File: config.mk
export PLATFORM = sky130hd
export DESIGN_NAME = uipf_top
export DESIGN_NICKNAME = d
export VERILOG_FILES = /design/src/uipf_pkg.sv /design/src/uipf_top.sv
export SDC_FILE = /design/constraint.sdc
export NUM_CORES = 1
export LEC_CHECK = 0
export BUFFER_PORTS_ARGS = -buffer_cell sky130_fd_sc_hd__buf_2
export CORE_UTILIZATION = 26
export DETAILED_ROUTE_END_ITERATION = 12
export GPL_TIMING_DRIVEN = 0
export PLACE_DENSITY = 0.53
export SYNTH_ARGS = -nofsm -noshare
export SYNTH_HDL_FRONTEND = slang
export SYNTH_SLANG_ARGS = --single-unit
File: constraint.sdc
create_clock -name clk_i -period 1.5 [get_ports clk_i]
set_input_delay 0.075 -clock clk_i [delete_from_list [all_inputs] [get_ports clk_i]]
set_output_delay 0.075 -clock clk_i [all_outputs]
set_load 0.02 [all_outputs]
File: src/uipf_pkg.sv
// constants, register map and codes of the serial-port interrupt logic
// assumes a classic Wishbone slave on a 32-bit bus, byte addresses
//
// What this block does
// line status error pending reports code 0110 first; reading line status clears
// receive fill at trigger level reports 0100; clears when fill drops below
// receive fifo idle past time-out reports 1100; reading receive buffer clears
// transmit holding empty reports 0010; ident read of it or data write clears
// modem line change or ring trailing edge reports 0000; modem read clears
// fifo control bits 7:6 select the receive trigger level
// no-pending flag bit 0 is 1 and code reads 1 when nothing pends
// trigger selector 00 gives 1 byte, 01 gives 4, 10 gives 8
// ident bits 3:1 plus bit 0 show the top active request code
// only the highest pending source shows; lower ones appear once it clears
package uipf_pkg;
  // register byte addresses
  localparam logic [7:0] ADDR_DATA = 8'h00; // rx buffer read, tx write
  localparam logic [7:0] ADDR_MASK = 8'h04;
  localparam logic [7:0] ADDR_IDENT = 8'h08; // ident read, fifo control write
  localparam logic [7:0] ADDR_LSR = 8'h14;
  localparam logic [7:0] ADDR_MSR = 8'h18;
  localparam logic [7:0] ADDR_TOUT = 8'h1c;
  localparam logic [7:0] ADDR_STAT = 8'h24;
  // source bit positions in pending, status and mask vectors
  localparam int SRC_LS = 0;
  localparam int SRC_RDA = 1;
  localparam int SRC_TOUT = 2;
  localparam int SRC_THRE = 3;
  localparam int SRC_MOS = 4;
  localparam int NSRC = 5;
  // identification codes, bits 3:0
  localparam logic [3:0] CODE_NONE = 4'h1;
  localparam logic [3:0] CODE_LS = 4'h6;
  localparam logic [3:0] CODE_RDA = 4'h4;
  localparam logic [3:0] CODE_TOUT = 4'hc;
  localparam logic [3:0] CODE_THRE = 4'h2;
  localparam logic [3:0] CODE_MOS = 4'h0;
  // fifo control fields
  localparam int FC_TRIG_HI = 7;
  localparam int FC_TRIG_LO = 6;
  localparam int FC_TXCLR = 2;
  localparam int FC_RXCLR = 1;
  // trigger levels in bytes
  localparam logic [7:0] TRIG_LVL_0 = 8'h01;
  localparam logic [7:0] TRIG_LVL_1 = 8'h04;
  localparam logic [7:0] TRIG_LVL_2 = 8'h08;
  localparam logic [7:0] TRIG_LVL_3 = 8'h0e;
  // values after reset
  localparam logic [1:0] TRIG_RST = 2'h0;
  localparam logic [4:0] MASK_RST = 5'h00;
  localparam logic [7:0] TOUT_RST = 8'h40;
endpackage : uipf_pkg

File: src/uipf_top.sv
// interrupt identification, prioritisation and fifo control of a serial port
// assumes an outside receive fifo and transmitter reporting level and events
`timescale 1ns/10ps
module uipf_top #(
  parameter int LVL_W = 5,
  parameter int TOUT_W = 8
) (
  input wire logic clk_i,
  input wire logic rst_i,
  input wire logic wb_cyc_i,
  input wire logic wb_stb_i,
  input wire logic wb_we_i,
  input wire logic [7:0] wb_adr_i,
  input wire logic [3:0] wb_sel_i,
  input wire logic [31:0] wb_dat_i,
  output logic [31:0] wb_dat_o,
  output logic wb_ack_o,
  input wire logic [7:0] rx_data_i,
  input wire logic [LVL_W-1:0] rx_level_i,
  input wire logic rx_push_i,
  input wire logic overrun_i,
  input wire logic parity_err_i,
  input wire logic framing_err_i,
  input wire logic break_i,
  input wire logic tx_empty_i,
  input wire logic cts_i,
  input wire logic dsr_i,
  input wire logic dcd_i,
  input wire logic ri_i,
  output logic rx_pop_o,
  output logic tx_load_o,
  output logic [7:0] tx_data_o,
  output logic rx_clear_o,
  output logic tx_clear_o,
  output logic irq_o
);
  logic [1:0] trig_sel;
  logic [4:0] mask;
  logic [4:0] stat;
  logic [TOUT_W-1:0] tout_set;
  logic [TOUT_W-1:0] tout_cnt;
  logic [3:0] lsr_err; // break, framing, parity, overrun
  logic [3:0] msr_delta; // dcd, ri trailing, dsr, cts
  logic [3:0] modem_prev;
  logic tx_prev;
  logic primed;
  logic rda_pend;
  logic tout_pend;
  logic thre_pend;
  logic [4:0] pend;
  logic [4:0] eff;
  logic [3:0] code;
  logic [7:0] trig_lvl;
  logic acc, wr, rd, wr0;
  logic rd_ident, rd_lsr, rd_msr, rd_rbr, wr_thr, wr_fcr;
  logic [3:0] modem_now;
  logic [3:0] modem_chg;
  logic [3:0] err_now;
  logic tx_rise;
  logic tout_idle;
  logic tout_hit;
  logic rda_now;

  // bus decode: access taken in the cycle before ack
  assign acc = wb_cyc_i && wb_stb_i && !wb_ack_o;
  assign wr = acc && wb_we_i;
  assign rd = acc && !wb_we_i;
  assign wr0 = wr && wb_sel_i[0];
  assign rd_ident = rd && (wb_adr_i == uipf_pkg::ADDR_IDENT);
  assign rd_lsr = rd && (wb_adr_i == uipf_pkg::ADDR_LSR);
  assign rd_msr = rd && (wb_adr_i == uipf_pkg::ADDR_MSR);
  assign rd_rbr = rd && (wb_adr_i == uipf_pkg::ADDR_DATA);
  assign wr_thr = wr0 && (wb_adr_i == uipf_pkg::ADDR_DATA);
  assign wr_fcr = wr0 && (wb_adr_i == uipf_pkg::ADDR_IDENT);

  // event detection on line errors, modem lines and transmitter
  assign err_now = {break_i, framing_err_i, parity_err_i, overrun_i};
  assign modem_now = {dcd_i, ri_i, dsr_i, cts_i};
  assign modem_chg = primed ? {modem_now[3] ^ modem_prev[3],
                               modem_prev[2] & ~modem_now[2],
                               modem_now[1:0] ^ modem_prev[1:0]} : 4'h0;
  assign tx_rise = primed && tx_empty_i && !tx_prev;

  // trigger selector to byte level
  always_comb begin
    unique case (trig_sel)
      2'b00: trig_lvl = uipf_pkg::TRIG_LVL_0;
      2'b01: trig_lvl = uipf_pkg::TRIG_LVL_1;
      2'b10: trig_lvl = uipf_pkg::TRIG_LVL_2;
      2'b11: trig_lvl = uipf_pkg::TRIG_LVL_3;
    endcase
  end
  assign rda_now = 8'(rx_level_i) >= trig_lvl;

  // receive idle counter restarts on any fifo activity
  assign tout_idle = (rx_level_i == '0) || rx_push_i || rd_rbr;
  assign tout_hit = !tout_idle && (tout_cnt == tout_set);

  // pending sources, masked by enables, priority encoded
  assign pend = {|msr_delta, thre_pend, tout_pend, rda_pend, |lsr_err};
  assign eff = pend & mask;
  always_comb begin
    if (eff[uipf_pkg::SRC_LS]) begin
      code = uipf_pkg::CODE_LS;
    end else if (eff[uipf_pkg::SRC_RDA]) begin
      code = uipf_pkg::CODE_RDA;
    end else if (eff[uipf_pkg::SRC_TOUT]) begin
      code = uipf_pkg::CODE_TOUT;
    end else if (eff[uipf_pkg::SRC_THRE]) begin
      code = uipf_pkg::CODE_THRE;
    end else if (eff[uipf_pkg::SRC_MOS]) begin
      code = uipf_pkg::CODE_MOS;
    end else begin
      code = uipf_pkg::CODE_NONE;
    end
  end

  // bus answer: ack and read data one cycle after the request
  always_ff @(posedge clk_i) begin
    if (rst_i) begin
      wb_ack_o <= 1'b0;
      wb_dat_o <= 32'h0;
    end else begin
      wb_ack_o <= acc;
      if (rd) begin
        unique case (wb_adr_i)
          uipf_pkg::ADDR_DATA: wb_dat_o <= {24'h0, rx_data_i};
          uipf_pkg::ADDR_MASK: wb_dat_o <= {27'h0, mask};
          uipf_pkg::ADDR_IDENT: wb_dat_o <= {24'h0, 1'b1, trig_sel,
                                             1'b0, code};
          uipf_pkg::ADDR_LSR: wb_dat_o <= {26'h0, tx_empty_i, lsr_err,
                                           rx_level_i != '0};
          uipf_pkg::ADDR_MSR: wb_dat_o <= {24'h0, modem_now, msr_delta};
          uipf_pkg::ADDR_TOUT: wb_dat_o <= 32'(tout_set);
          uipf_pkg::ADDR_STAT: wb_dat_o <= {27'h0, stat};
          default: wb_dat_o <= 32'h0; // unmapped reads zero
        endcase
      end
    end
  end

  // software settings: fifo control, mask, time-out
  always_ff @(posedge clk_i) begin
    if (rst_i) begin
      trig_sel <= uipf_pkg::TRIG_RST;
      mask <= uipf_pkg::MASK_RST;
      tout_set <= TOUT_W'(uipf_pkg::TOUT_RST);
    end else begin
      if (wr_fcr) begin
        trig_sel <= wb_dat_i[uipf_pkg::FC_TRIG_HI:uipf_pkg::FC_TRIG_LO];
      end
      if (wr0 && wb_adr_i == uipf_pkg::ADDR_MASK) begin
        mask <= wb_dat_i[4:0];
      end
      if (wr0 && wb_adr_i == uipf_pkg::ADDR_TOUT) begin
        tout_set <= wb_dat_i[TOUT_W-1:0];
      end
    end
  end

  // one-cycle strobes to the fifos and transmitter
  always_ff @(posedge clk_i) begin
    if (rst_i) begin
      rx_pop_o <= 1'b0;
      tx_load_o <= 1'b0;
      tx_data_o <= 8'h0;
      rx_clear_o <= 1'b0;
      tx_clear_o <= 1'b0;
    end else begin
      rx_pop_o <= rd_rbr;
      tx_load_o <= wr_thr;
      rx_clear_o <= wr_fcr && wb_dat_i[uipf_pkg::FC_RXCLR];
      tx_clear_o <= wr_fcr && wb_dat_i[uipf_pkg::FC_TXCLR];
      if (wr_thr) begin
        tx_data_o <= wb_dat_i[7:0];
      end
    end
  end

  // previous levels for edge detection, primed after reset
  always_ff @(posedge clk_i) begin
    if (rst_i) begin
      primed <= 1'b0;
      modem_prev <= 4'h0;
      tx_prev <= 1'b0;
    end else begin
      primed <= 1'b1;
      modem_prev <= modem_now;
      tx_prev <= tx_empty_i;
    end
  end

  // line errors and modem deltas: new events win over read clear
  always_ff @(posedge clk_i) begin
    if (rst_i) begin
      lsr_err <= 4'h0;
      msr_delta <= 4'h0;
    end else begin
      lsr_err <= (rd_lsr ? 4'h0 : lsr_err) | err_now;
      msr_delta <= (rd_msr ? 4'h0 : msr_delta) | modem_chg;
    end
  end

  // data available follows the fill level
  always_ff @(posedge clk_i) begin
    if (rst_i) begin
      rda_pend <= 1'b0;
    end else begin
      rda_pend <= rda_now;
    end
  end

  // receive time-out counter and pending flag
  always_ff @(posedge clk_i) begin
    if (rst_i) begin
      tout_cnt <= '0;
      tout_pend <= 1'b0;
    end else begin
      if (tout_idle) begin
        tout_cnt <= '0;
      end else if (tout_cnt != tout_set) begin
        tout_cnt <= TOUT_W'(tout_cnt + 1'b1);
      end
      if (tout_hit) begin
        tout_pend <= 1'b1;
      end else if (rd_rbr) begin
        tout_pend <= 1'b0;
      end
    end
  end

  // transmit holding empty: rise sets, write or ident read of it clears
  always_ff @(posedge clk_i) begin
    if (rst_i) begin
      thre_pend <= 1'b0;
    end else if (tx_rise) begin
      thre_pend <= 1'b1;
    end else if (wr_thr || (rd_ident && code == uipf_pkg::CODE_THRE)) begin
      thre_pend <= 1'b0;
    end
  end

  // sticky status, write one to clear, set wins; masked level irq
  always_ff @(posedge clk_i) begin
    if (rst_i) begin
      stat <= 5'h00;
      irq_o <= 1'b0;
    end else begin
      if (wr0 && wb_adr_i == uipf_pkg::ADDR_STAT) begin
        stat <= (stat & ~wb_dat_i[4:0]) | pend;
      end else begin
        stat <= stat | pend;
      end
      irq_o <= |(stat & mask);
    end
  end

  // checks on the identification and clearing behaviour
  ls_code_a: assert property (@(posedge clk_i) disable iff (rst_i)
    rd_ident && eff[uipf_pkg::SRC_LS] |=> wb_dat_o[3:0] == 4'h6)
    else $error("line status code wrong");
  ls_clear_a: assert property (@(posedge clk_i) disable iff (rst_i)
    rd_lsr && err_now == 4'h0 |=> !pend[uipf_pkg::SRC_LS])
    else $error("line status not cleared by read");
  rda_level_a: assert property (@(posedge clk_i) disable iff (rst_i)
    ##1 rda_pend == $past(8'(rx_level_i) >= trig_lvl))
    else $error("data available does not follow level");
  tout_clear_a: assert property (@(posedge clk_i) disable iff (rst_i)
    rd_rbr |=> !tout_pend)
    else $error("time-out not cleared by buffer read");
  thre_clear_a: assert property (@(posedge clk_i) disable iff (rst_i)
    wr_thr && !tx_rise |=> !thre_pend)
    else $error("holding empty not cleared by write");
  mos_set_a: assert property (@(posedge clk_i) disable iff (rst_i)
    primed && $changed(cts_i) |=> pend[uipf_pkg::SRC_MOS])
    else $error("modem change not flagged");
  trig_sel_a: assert property (@(posedge clk_i) disable iff (rst_i)
    wr_fcr |=> trig_sel == $past(wb_dat_i[7:6]))
    else $error("trigger selector not taken");
  none_code_a: assert property (@(posedge clk_i) disable iff (rst_i)
    rd_ident && eff == 5'h00 |=> wb_dat_o[7:0] == {1'b1, trig_sel, 5'h01})
    else $error("no-pending code wrong");
  trig_map_a: assert property (@(posedge clk_i) disable iff (rst_i)
    trig_sel == 2'b01 |-> trig_lvl == 8'h04)
    else $error("trigger level map wrong");
  prio_low_a: assert property (@(posedge clk_i) disable iff (rst_i)
    rd_ident && eff[3:0] == 4'h8 |=> wb_dat_o[3:0] == 4'h2)
    else $error("lower source shown wrongly");
  ack_one_a: assert property (@(posedge clk_i) disable iff (rst_i)
    wb_ack_o |=> !wb_ack_o)
    else $error("ack longer than one cycle");
  thre_ident_a: assert property (@(posedge clk_i) disable iff (rst_i)
    rd_ident && code == uipf_pkg::CODE_THRE && !tx_rise |=> !thre_pend)
    else $error("holding empty not cleared by ident read");
  ri_trail_a: assert property (@(posedge clk_i) disable iff (rst_i)
    primed && $fell(ri_i) |=> pend[uipf_pkg::SRC_MOS])
    else $error("ring trailing edge not flagged");
  ls_over_rda_c: cover property (@(posedge clk_i) disable iff (rst_i)
    rd_ident && eff[0] && eff[1]);
  tout_fire_c: cover property (@(posedge clk_i) disable iff (rst_i)
    tout_hit ##1 tout_pend);
  thre_ident_c: cover property (@(posedge clk_i) disable iff (rst_i)
    rd_ident && code == uipf_pkg::CODE_THRE);
  irq_c: cover property (@(posedge clk_i) disable iff (rst_i) $rose(irq_o));
endmodule : uipf_top

==> results of run 1 <==
## what timing repair did
item                                   4_1_cts  5_1_grt
endpoints found under the hold margin        5        0
hold buffers                                 5        0
setup buffers                                6       11
setup endpoints to repair                   59       57
pin swaps                                   16       35
gates resized for setup                     32       55
## cell usage in the layout, fill, tap and decap left out, types with 4 or more instances in the layout
cell type      netlist  layout
a21oi_1             31      16
a21oi_2              0      15
a221oi_2             2       5
a22oi_2              0       5
and2_1               6       5
and3_1               7       5
buf_2                8      69
buf_4               26      38
buf_6                1       4
clkbuf_1             7       7
clkbuf_16            0       9
conb_1               1      24
dfxtp_1             67      57
dfxtp_2              0       6
dfxtp_4              0       4
dlygate4sd3_1        0       5
ha_1                 5       5
inv_1                6       6
mux2_1               4       4
mux2i_1             17      17
nand2_1             40      29
nand2_2              2      12
nand3_1              6       4
nand3b_1             6       6
nand4_1              4       4
nor2_1              54      43
nor2_2               0       7
nor2_4               0       4
nor2b_1              8       8
o2111ai_1            5       4
o21ai_1              4       5
xnor2_1              9       9
xor2_1               8       8
## final timing paths
path                                            endpoint  slack [ps]  depth (start not counted)                      from
worst max register to register  wb_dat_o[1]$_SDFFE_PP0P_         -80                          4     lsr_err[1]$_SDFF_PP0_
worst min-delay path               lsr_err[0]$_SDFF_PP0_           3                          3                 overrun_i
worst max-delay path            wb_dat_o[1]$_SDFFE_PP0P_         -80                          4     lsr_err[1]$_SDFF_PP0_
worst min register to register  wb_dat_o[7]$_SDFFE_PP0P_         460                          2  wb_dat_o[7]$_SDFFE_PP0P_
## report_power, final
| group | internal, mW | switching [mW] | total (mW) |
|---|---|---|---|
| Clock | 1.54 | 0.775 | 2.32 |
| Sequential | 1.82 | 0.0503 | 1.87 |
| Combinational | 0.221 | 0.304 | 0.524 |
## worst max-delay path, stage by stage, from the launching register on
cell,delay (ps)
dfxtp_4,360
o41ai_4,440
a21oi_1,150
a211o_1,320
a22o_1,200
## cells in the mapped netlist (4+ instances only)
cell type	instances
buf_4	26
o21ai_1	4
mux2_1	4
xnor2_1	9
clkbuf_1	7
xor2_1	8
nand3b_1	6
nor2_1	54
nand2_1	40
and3_1	7
a32oi_1	4
a221oi_1	4
dfxtp_1	67
and2_1	6
a22oi_1	8
nor3_1	4
nor2b_1	8
o2111ai_1	5
nand4_1	4
mux2i_1	17
nand3_1	6
buf_2	8
o21ai_0	4
inv_1	6
ha_1	5
a21oi_1	31
## kinds of logic (layout without fill, tap and decap cells)
family | count (synthesis) | after routing
AOI/OAI and AO/OA | 79 | 79
xor gates and xnor gates | 17 | 17
adders and majority gates | 5 | 5
buffers and inverters | 49 | 147
DFF | 67 | 67
muxes | 21 | 21
other | 1 | 24
and+or+nand+nor | 160 | 160
## metal layers
layer  part of all wire, %  up-vias  wire length (µm)
met5                     0        -                 0
met4                   2.0        0               225
met3                   7.3       18               817
met2                    45      110              5050
met1                    46     1562              5150
li1                      -     1608                 -
## state kept, by name, indices dropped and copies added (netlist names), 2 cells and up
name	cells
stat	5
lsr_err	4
wb_dat_o	8
msr_delta	4
modem_prev	4
mask	5
tout_set	8
tout_cnt	8
tx_data_o	8
trig_sel	2
## area by class of cell
type | instances | area (µm²) | area share [%]
Buffer | 40 | 263 | 5.27
Clock buffer | 12 | 256 | 5.14
Clock inverter | 4 | 72.6 | 1.46
Inverter | 6 | 22.5 | 0.452
Multi-Input combinational cell | 306 | 2260 | 45.3
Sequential cell | 67 | 1360 | 27.4
Tap cell | 176 | 220 | 4.42
Timing Repair Buffer | 85 | 529 | 10.6
## through the flow
stage	hold WS (ps)	TNS, ps	utilization (%)
after detailed placement	288	-15140	31.5
after floorplan	192	-810	-
after CTS	3.11	-1220	35.8
after global routing	15.9	-3540	37.8
after global placement	282	-14320	31.5
final	2.95	-731	37.8
==> metrics.md, run 1 <==
| Metric | Value |
|---|---|
| LEAKAGE | `slightly above 2 nW` |
| Total congestion overflow | `0` |
| Failing checks | `design-rule violations, negative setup slack` |
| Slew of the pin with the lowest slew margin | `755 ps` |
| # DRC | `1` |
| # diodes | `0` |
| Post-synthesis compound-gate area fraction | `between 10% and 20%` |
| Seq/Total Area, Yosys | `a little under two fifths` |
| Max cap viols | `0` |
| Startpoint Class | `flop` |
| Vias per cell | `4.74` |
| CTS Buf Count | `9` |
| Placed cell count | `661` |
| DR pass1 iterations | `10` |
| Root buffer cell | `clkbuf_16` |
| Peak supply drop | `0.000482 V` |
| Total routed wirelength | `11.2 mm` |
| #FFs+latches synth | `67` |
| Crit share post-route | `105%` |
| Mean routed wirelength per cell | `16.2 µm` |
| PortBufs | `between 60 and 70` |
| Skew final | `8.64 ps` |
| Fmax achieved | `633 MHz` |
| Core Box Area | `around 13000 µm²` |
| Final Power | `4.71 mW` |
| Multiplexer area fraction after synthesis | `6.12%` |
| Clk_lat worst skew | `340 ps` |
| HP Class | `primary input to flop` |
| Clk buf depth | `2` |
| Ys flop type | `dfxtp_1` |
| Cell area after layout | `around 5000 µm²` |
| Iteration-0 DRC Markers | `215` |
| First-pass GRT wire length | `17.4 mm` |
| Synthesized instance count | `about 400` |
| Met3 GRT Util | `3.38%` |
| Post-synthesis cell area | `3510 µm²` |
| Cell area after placement | `between 4000 and 5000 µm²` |
| Simple-gate share of the synthesized area | `25.0%` |
| Slew HR | `49.7%` |
| RSZ-0062 raised after global routing | `yes` |
| Synth Area in XOR/XNOR | `~4.2%` |
| Worst Setup End Kind | `flop` |
| Adder-cell share of the synthesized area | `1.78%` |
| Std-Cell Rows | `42` |
| Final #Nets | `slightly below 600` |
| Non-Filler Instances | `about 700` |
| Initial antenna violation count | `0` |
| CTS tree | `yes` |
| Period minus WS final | `1580 ps` |
| Synthesized area per cell | `8.81 µm²` |
| Hold Violations, Final | `0` |
| Clock Sinks | `67` |
| Setup violators final | `28` |
| Top-Level Pins | `118` |
| Setup Slack @ Placement | `-400 ps` |
| Largest area contributor in the netlist | `dfxtp_1` |
| Req. time, crit path | `1720 ps` |
| Fillcell total | `1366` |
| Layout area overhead | `41.9%` |
| Status | `complete, but fails checks` |
| Vias in the first global route | `3100` |
| Height of the chip | `118 µm` |
| DIE AREA | `~14000 µm²` |
| Share of cells above drive strength 1 | `around 41%` |
| Met1 Use GR | `22.3%` |
| Post-synth EDFFs | `0` |
| Post-route ant nets | `0` |
| Starting Density | `approximately a quarter` |
| Top cell type's share of synthesized area | `38.2%` |
| Top area cells in the synthesized netlist | `dfxtp_1, nor2_1, buf_4` |
| Overall routing resource usage | `between 15 and 20%` |
| M2 GR Usage | `24.9%` |
| Routed via count | `~3300` |
| Placer Congestion | `about 0.9` |
| H-tree levels | `3` |
| HPWL Detailed | `8.32 mm` |
| Synth cell types | `57` |
| Min setup slack post-route | `-80.5 ps` |
| Largest net degree at the start of global routing | `12` |
| Crit Path Max Fanout | `4` |
| FFs w/ async S/R, synth | `0%` |
| Most used routing layer in global routing | `met2` |
| Ys Warns | `0` |
| Clock transition at path regs | `50 ps` |
| P per Cell Area | `945 nW/µm²` |
| Arrival @ worst endpoint | `1800 ps` |
| Largest family of logic cells by synthesized area | `simple AND/OR/NAND/NOR gates` |
| Critical path type | `flop to flop` |
| Fin. max-slew vios | `0` |
| Chip width | `between 100 and 150 µm` |
(Power assumes the default switching activity.)
==> run 2: changes to the inputs <==
CELL_PAD_IN_SITES_DETAIL_PLACEMENT = 0   (was default)
CELL_PAD_IN_SITES_GLOBAL_PLACEMENT = 2   (was default)
CORE_ASPECT_RATIO = 1.1   (was default)
PLACE_DENSITY = 0.81   (was 0.53)
==> metrics.md, run 2 (synthesis gave the netlist of run 1 again) <==
| Metric | Value |
|---|---|
| Vias in the first global route | `3018 (-2.6%)` |
| Fin. max-slew vios | `0 (unchanged)` |
| Iteration-0 DRC Markers | `220 (+2.3%)` |
| Clk buf depth | `2 (unchanged)` |
| Setup TNS | `-756 ps (-25.4 ps)` |
| Std-Cell Rows | `44 (+4.8%)` |
| Starting Density | `26.6% (-0.045 points)` |
| Height of the chip | `124 µm (+4.8%)` |
| Arrival @ worst endpoint | `1800 ps (about the same)` |
| Startpoint Class | `flop` |
| Post-route ant nets | `0 (unchanged)` |
| Commonest non-fill, non-tap cell in the layout | `buf_2` |
| Most frequent cells in the layout | `buf_2, dfxtp_1, nor2_1` |
| Fmax achieved | `630 MHz (-0.50%)` |
| HPWL Detailed | `8.39 mm (+0.80%)` |
| Req. time, crit path | `1710 ps (about the same)` |
| Placer Congestion | `0.872 (-0.40%)` |
| Clk_lat worst skew | `340 ps (about the same)` |
| Slew HR | `50.3% (+0.67 points)` |
| Setup Slack @ Placement | `-373 ps (+27.6 ps)` |
| Hold Violations, Final | `0 (unchanged)` |
| DR pass1 iterations | `5 (-5)` |
| Initial antenna violation count | `0 (unchanged)` |
| Largest net degree at the start of global routing | `11 (-1)` |
| Clock transition at path regs | `50 ps (about the same)` |
| # diodes | `0 (unchanged)` |
| Clock Sinks | `67 (unchanged)` |
| Failing checks | `negative setup slack` |
| LEAKAGE | `2.02 nW (about the same)` |
| Top-Level Pins | `118 (unchanged)` |
| # DRC | `0 (-1)` |
| RSZ-0062 raised after global routing | `yes` |
| First-pass GRT wire length | `17.3 mm (-0.95%)` |
| Max cap viols | `0 (unchanged)` |
| PortBufs | `63 (unchanged)` |
| H-tree levels | `3 (unchanged)` |
| Routed via count | `3288 (-0.30%)` |
| CTS Buf Count | `9 (unchanged)` |
| Vias per cell | `4.85 (+2.3%)` |
| Mean routed wirelength per cell | `16.5 µm (+1.9%)` |
| Layout area overhead | `40.4%` |
| Final #Nets | `590 (-0.34%)` |
| Chip width | `113 µm (-4.6%)` |
| Min setup slack post-route | `-88.5 ps (-8.02 ps)` |
| DIE AREA | `14000 µm² (about the same)` |
| Core Box Area | `13200 µm² (+0.17%)` |
| Total routed wirelength | `11.2 mm (-0.71%)` |
| HP Class | `primary input to flop` |
| Share of cells above drive strength 1 | `41.2% (+0.62 points)` |
| Total congestion overflow | `0 (unchanged)` |
| Skew final | `4.41 ps (-4.24 ps)` |
| Worst Setup End Kind | `flop` |
| Period minus WS final | `1590 ps (+8.02 ps)` |
| Critical path type | `flop to flop` |
| Peak supply drop | `0.000555 V (+15%)` |
| Crit Path Max Fanout | `5 (+1)` |
| Slew of the pin with the lowest slew margin | `745 ps (-10.0 ps)` |
| Status | `complete, but fails checks` |
| Overall routing resource usage | `16.5% (+0.21 points)` |
| Setup violators final | `27 (-3.6%)` |
| P per Cell Area | `914 nW/µm² (-3.2%)` |
| CTS tree | `yes` |
| Crit share post-route | `106% (+0.53 points)` |
| Root buffer cell | `clkbuf_16` |
## run 2: cell types whose count changed in the layout (fill, tap and decap cells not counted), moves of 3 or more
| cell | before | now |
|---|---|---|
| nand2_4 | 0 | 3 |
| buf_4 | 38 | 33 |
| a21oi_2 | 15 | 12 |
| a21oi_1 | 16 | 19 |
| a22oi_2 | 5 | 2 |
| a22oi_1 | 3 | 6 |
| dfxtp_1 | 57 | 54 |
| dfxtp_2 | 6 | 9 |
| nand2_1 | 29 | 24 |
## run 2: power by group
group | switching (mW) | internal [mW] | total (mW) | leakage (nW)
logic | 0.301 | 0.214 | 0.515 | 1.32
registers | 0.0473 | 1.82 | 1.87 | 0.552
clock network | 0.764 | 1.37 | 2.13 | 0.146
## run 2: routing by layer
layer / vias to the layer above / part of all wire (%) / track usage, % / wire length [µm]
li1: 1602 / - / - / -
met1: 1557 / 45 / 21.2 / 5030
met2: 118 / 49 / 27.8 / 5430
met3: 11 / 4.7 / 3.31 / 529
met4: 0 / 1.6 / 5.51 / 179
met5: - / 0 / 0 / 0
## run 2: worst max-delay path, stage by stage (launching register included)
cell	delay [ps]
dfxtp_4	340
nand3b_1	160
buf_6	140
buf_12	120
nor2_4	140
and3_4	270
mux2i_2	240
nor2_1	50
## run 2: metrics by stage
stage	util, %	hold WS (ps)	cells	power [mW]	area [µm²]
2_1_floorplan	-	192	422	2.17	3620
6_report	37.3	3.67	678	4.51	4930
4_1_cts	35.4	3.23	673	4.52	4670
5_1_grt	37.3	11.0	678	4.67	4930
3_5_place_dp	31.3	295	646	2.34	4140
3_3_place_gp	31.3	285	646	2.34	4140
## run 2: what timing repair did
item / 4_1_cts / 5_1_grt
endpoints found under the setup margin: 58 / 57
hold buffers: 6 / 0
buffers inserted: 7 / 6
pin swaps: 24 / 37
endpoints found under the hold margin: 6 / 0
gates resized for setup: 32 / 69
## run 2: area by class of cell
cell class	count	area, µm²
well taps	161	201
fillers	1349	8280
clock buffers	13	260
inverters	6	22.5
clock inverters	2	35.0
repair buffers	82	504
plain buffers	41	279
multi-input cells	306	2260
flip-flops and latches	67	1370
## run 2: final timing paths
path,startpoint,to,slack [ps],cells after the start
worst max-delay path,wb_ack_o$_SDFF_PP0_,mask[2]$_SDFFE_PP0P_,-90,7
worst min-delay path,ri_i,modem_prev[2]$_SDFF_PP0_,4,2
worst max register to register,wb_ack_o$_SDFF_PP0_,mask[2]$_SDFFE_PP0P_,-90,7
worst min register to register,wb_dat_o[7]$_SDFFE_PP0P_,wb_dat_o[7]$_SDFFE_PP0P_,460,2
==> run 3: changes to the inputs <==
HOLD_SLACK_MARGIN = 0.03   (was default)
==> metrics.md, run 3 (synthesis gave the netlist of run 1 again) <==
| Metric | Value |
|---|---|
| Slew HR | `50.2% (-0.14 points)` |
| Share of cells above drive strength 1 | `40.6% (-0.55 points)` |
| Slew of the pin with the lowest slew margin | `747 ps (+2.10 ps)` |
| Chip width | `113 µm (unchanged)` |
| Setup Slack @ Placement | `-373 ps (unchanged)` |
| Sw Share | `24.6% (about the same)` |
| Total routed wirelength | `11.2 mm (+0.59%)` |
| CTS tree | `yes` |
| PortBufs | `63 (unchanged)` |
| Power share of the clock group | `47.0% (-0.2 points)` |
| Min setup slack post-route | `-93.7 ps (-5.20 ps)` |
| Arrival @ worst endpoint | `1800 ps (about the same)` |
| Core Box Area | `13200 µm² (unchanged)` |
| Starting Density | `26.6% (unchanged)` |
| RSZ-0062 raised after global routing | `yes` |
| Clock Sinks | `67 (unchanged)` |
| Max cap viols | `0 (unchanged)` |
| Setup violators final | `28 (+3.7%)` |
| Initial antenna violation count | `0 (unchanged)` |
| Comb power frac | `11.7% (+0.3 points)` |
| Layout area overhead | `42.4%` |
| Routed via count | `3300 (+0.36%)` |
| Failing checks | `negative setup slack` |
| Critical path type | `flop to flop` |
| DR pass1 iterations | `4 (-1)` |
| Skew final | `6.17 ps (+1.76 ps)` |
| Overall routing resource usage | `16.6% (+0.074 points)` |
| Fmax achieved | `627 MHz (-0.33%)` |
| Utilization after layout | `37.9% (+0.53 points)` |
| Iteration-0 DRC Markers | `249 (+13%)` |
| Vias in the first global route | `3041 (+0.76%)` |
| HP Class | `primary input to flop` |
| Largest net degree at the start of global routing | `11 (unchanged)` |
| Req. time, crit path | `1700 ps (about the same)` |
| Final #Nets | `597 (+1.2%)` |
| Most frequent cells in the layout | `buf_2, dfxtp_1, nor2_1` |
| Final Power | `4.53 mW (+0.35%)` |
| Peak supply drop | `0.000548 V (-1.1%)` |
| Vias per cell | `4.82 (-0.66%)` |
| Startpoint Class | `flop` |
| Crit share post-route | `106% (+0.35 points)` |
| DIE AREA | `14000 µm² (unchanged)` |
| Crit Path Max Fanout | `5 (unchanged)` |
| Clk buf depth | `2 (unchanged)` |
| LEAKAGE | `2.05 nW (+1.5%)` |
| # DRC | `0 (unchanged)` |
| Clk_lat worst skew | `340 ps (about the same)` |
| HPWL Detailed | `8.39 mm (unchanged)` |
| Fin. max-slew vios | `0 (unchanged)` |
| Status | `complete, but fails checks` |
| H-tree levels | `3 (unchanged)` |
| P per Cell Area | `905 nW/µm² (-1.1%)` |
| # diodes | `0 (unchanged)` |
| Switching power | `1.12 mW (+0.33%)` |
| Top-Level Pins | `118 (unchanged)` |
| P_int | `3.41 mW (+0.35%)` |
| Total congestion overflow | `0 (unchanged)` |
| Clock transition at path regs | `50 ps (about the same)` |
| Hold Violations, Final | `0 (unchanged)` |
| Worst Setup End Kind | `flop` |
| Hold WS | `36.8 ps (+33.1 ps)` |
| Setup TNS | `-819 ps (-62.7 ps)` |
| CTS Buf Count | `9 (unchanged)` |
| Placer Congestion | `0.872 (unchanged)` |
| Height of the chip | `124 µm (unchanged)` |
| Sequential power share | `41.2% (-0.2 points)` |
| Commonest non-fill, non-tap cell in the layout | `buf_2` |
| Period minus WS final | `1590 ps (+5.20 ps)` |
| First-pass GRT wire length | `17.4 mm (+0.60%)` |
| Std-Cell Rows | `44 (unchanged)` |
| Post-route ant nets | `0 (unchanged)` |
| Root buffer cell | `clkbuf_16` |
| Mean routed wirelength per cell | `16.4 µm (-0.44%)` |
## run 3: cell count changes in the layout (fill, tap and decap cells not counted), sizes merged
cell	before	now
dlygate4sd3	6	13
## run 3: layer usage
metal	share of wire, %	track usage (%)
met1	45	21.4
met2	49	27.8
met3	4.4	3.36
met4	1.7	5.51
met5	0	0
## run 3: cell type report
type | instances | area, µm²
Timing Repair Buffer | 89 | 574
Clock buffer | 13 | 260
Tap cell | 161 | 201
Sequential cell | 67 | 1370
Buffer | 41 | 279
Inverter | 6 | 22.5
Clock inverter | 2 | 35.0
Fill cell | 1344 | 8210
Multi-Input combinational cell | 306 | 2260
## run 3: power groups by stage
stage | Sequential, mW | Combinational, mW | Clock, mW
6_report | 1.87 | 0.530 | 2.13
5_1_grt | 1.87 | 0.575 | 2.24
4_1_cts | 1.87 | 0.500 | 2.17
3_5_place_dp | 1.90 | 0.442 | 0
3_3_place_gp | 1.90 | 0.437 | 0
2_1_floorplan | 1.89 | 0.285 | 0
## run 3: critical path: stages (launching register included)
cell,delay (ps)
dfxtp_4,340
nand3b_1,160
buf_6,140
buf_12,120
nor2_4,140
and3_4,270
mux2i_2,240
nor2_1,50
## run 3: final timing paths
| check | from | end | slack [ps] | cells past startpoint |
|---|---|---|---|---|
| worst min register to register | wb_dat_o[7]$_SDFFE_PP0P_ | wb_dat_o[7]$_SDFFE_PP0P_ | 460 | 2 |
| worst max register to register | wb_ack_o$_SDFF_PP0_ | mask[2]$_SDFFE_PP0P_ | -90 | 7 |
| worst max-delay path | wb_ack_o$_SDFF_PP0_ | mask[2]$_SDFFE_PP0P_ | -90 | 7 |
| worst min-delay path | wb_dat_i[3] | tout_set[3]$_SDFFE_PP0P_ | 40 | 3 |
## run 3: repair_timing
item                                    4_1_cts  5_1_grt
resized for setup                            32       69
pin swaps                                    24       37
endpoints found under the setup margin       58       57
endpoints found under the hold margin        14        0
setup buffers                                 7        6
hold buffers                                 13        0
cloned                                        0        0
## run 3: per-stage QoR
step	cells	area, µm²
finish	685	5000
global route	685	5000
CTS	680	4740
detailed placement	646	4140
global placement	646	4140
floorplan	422	3620
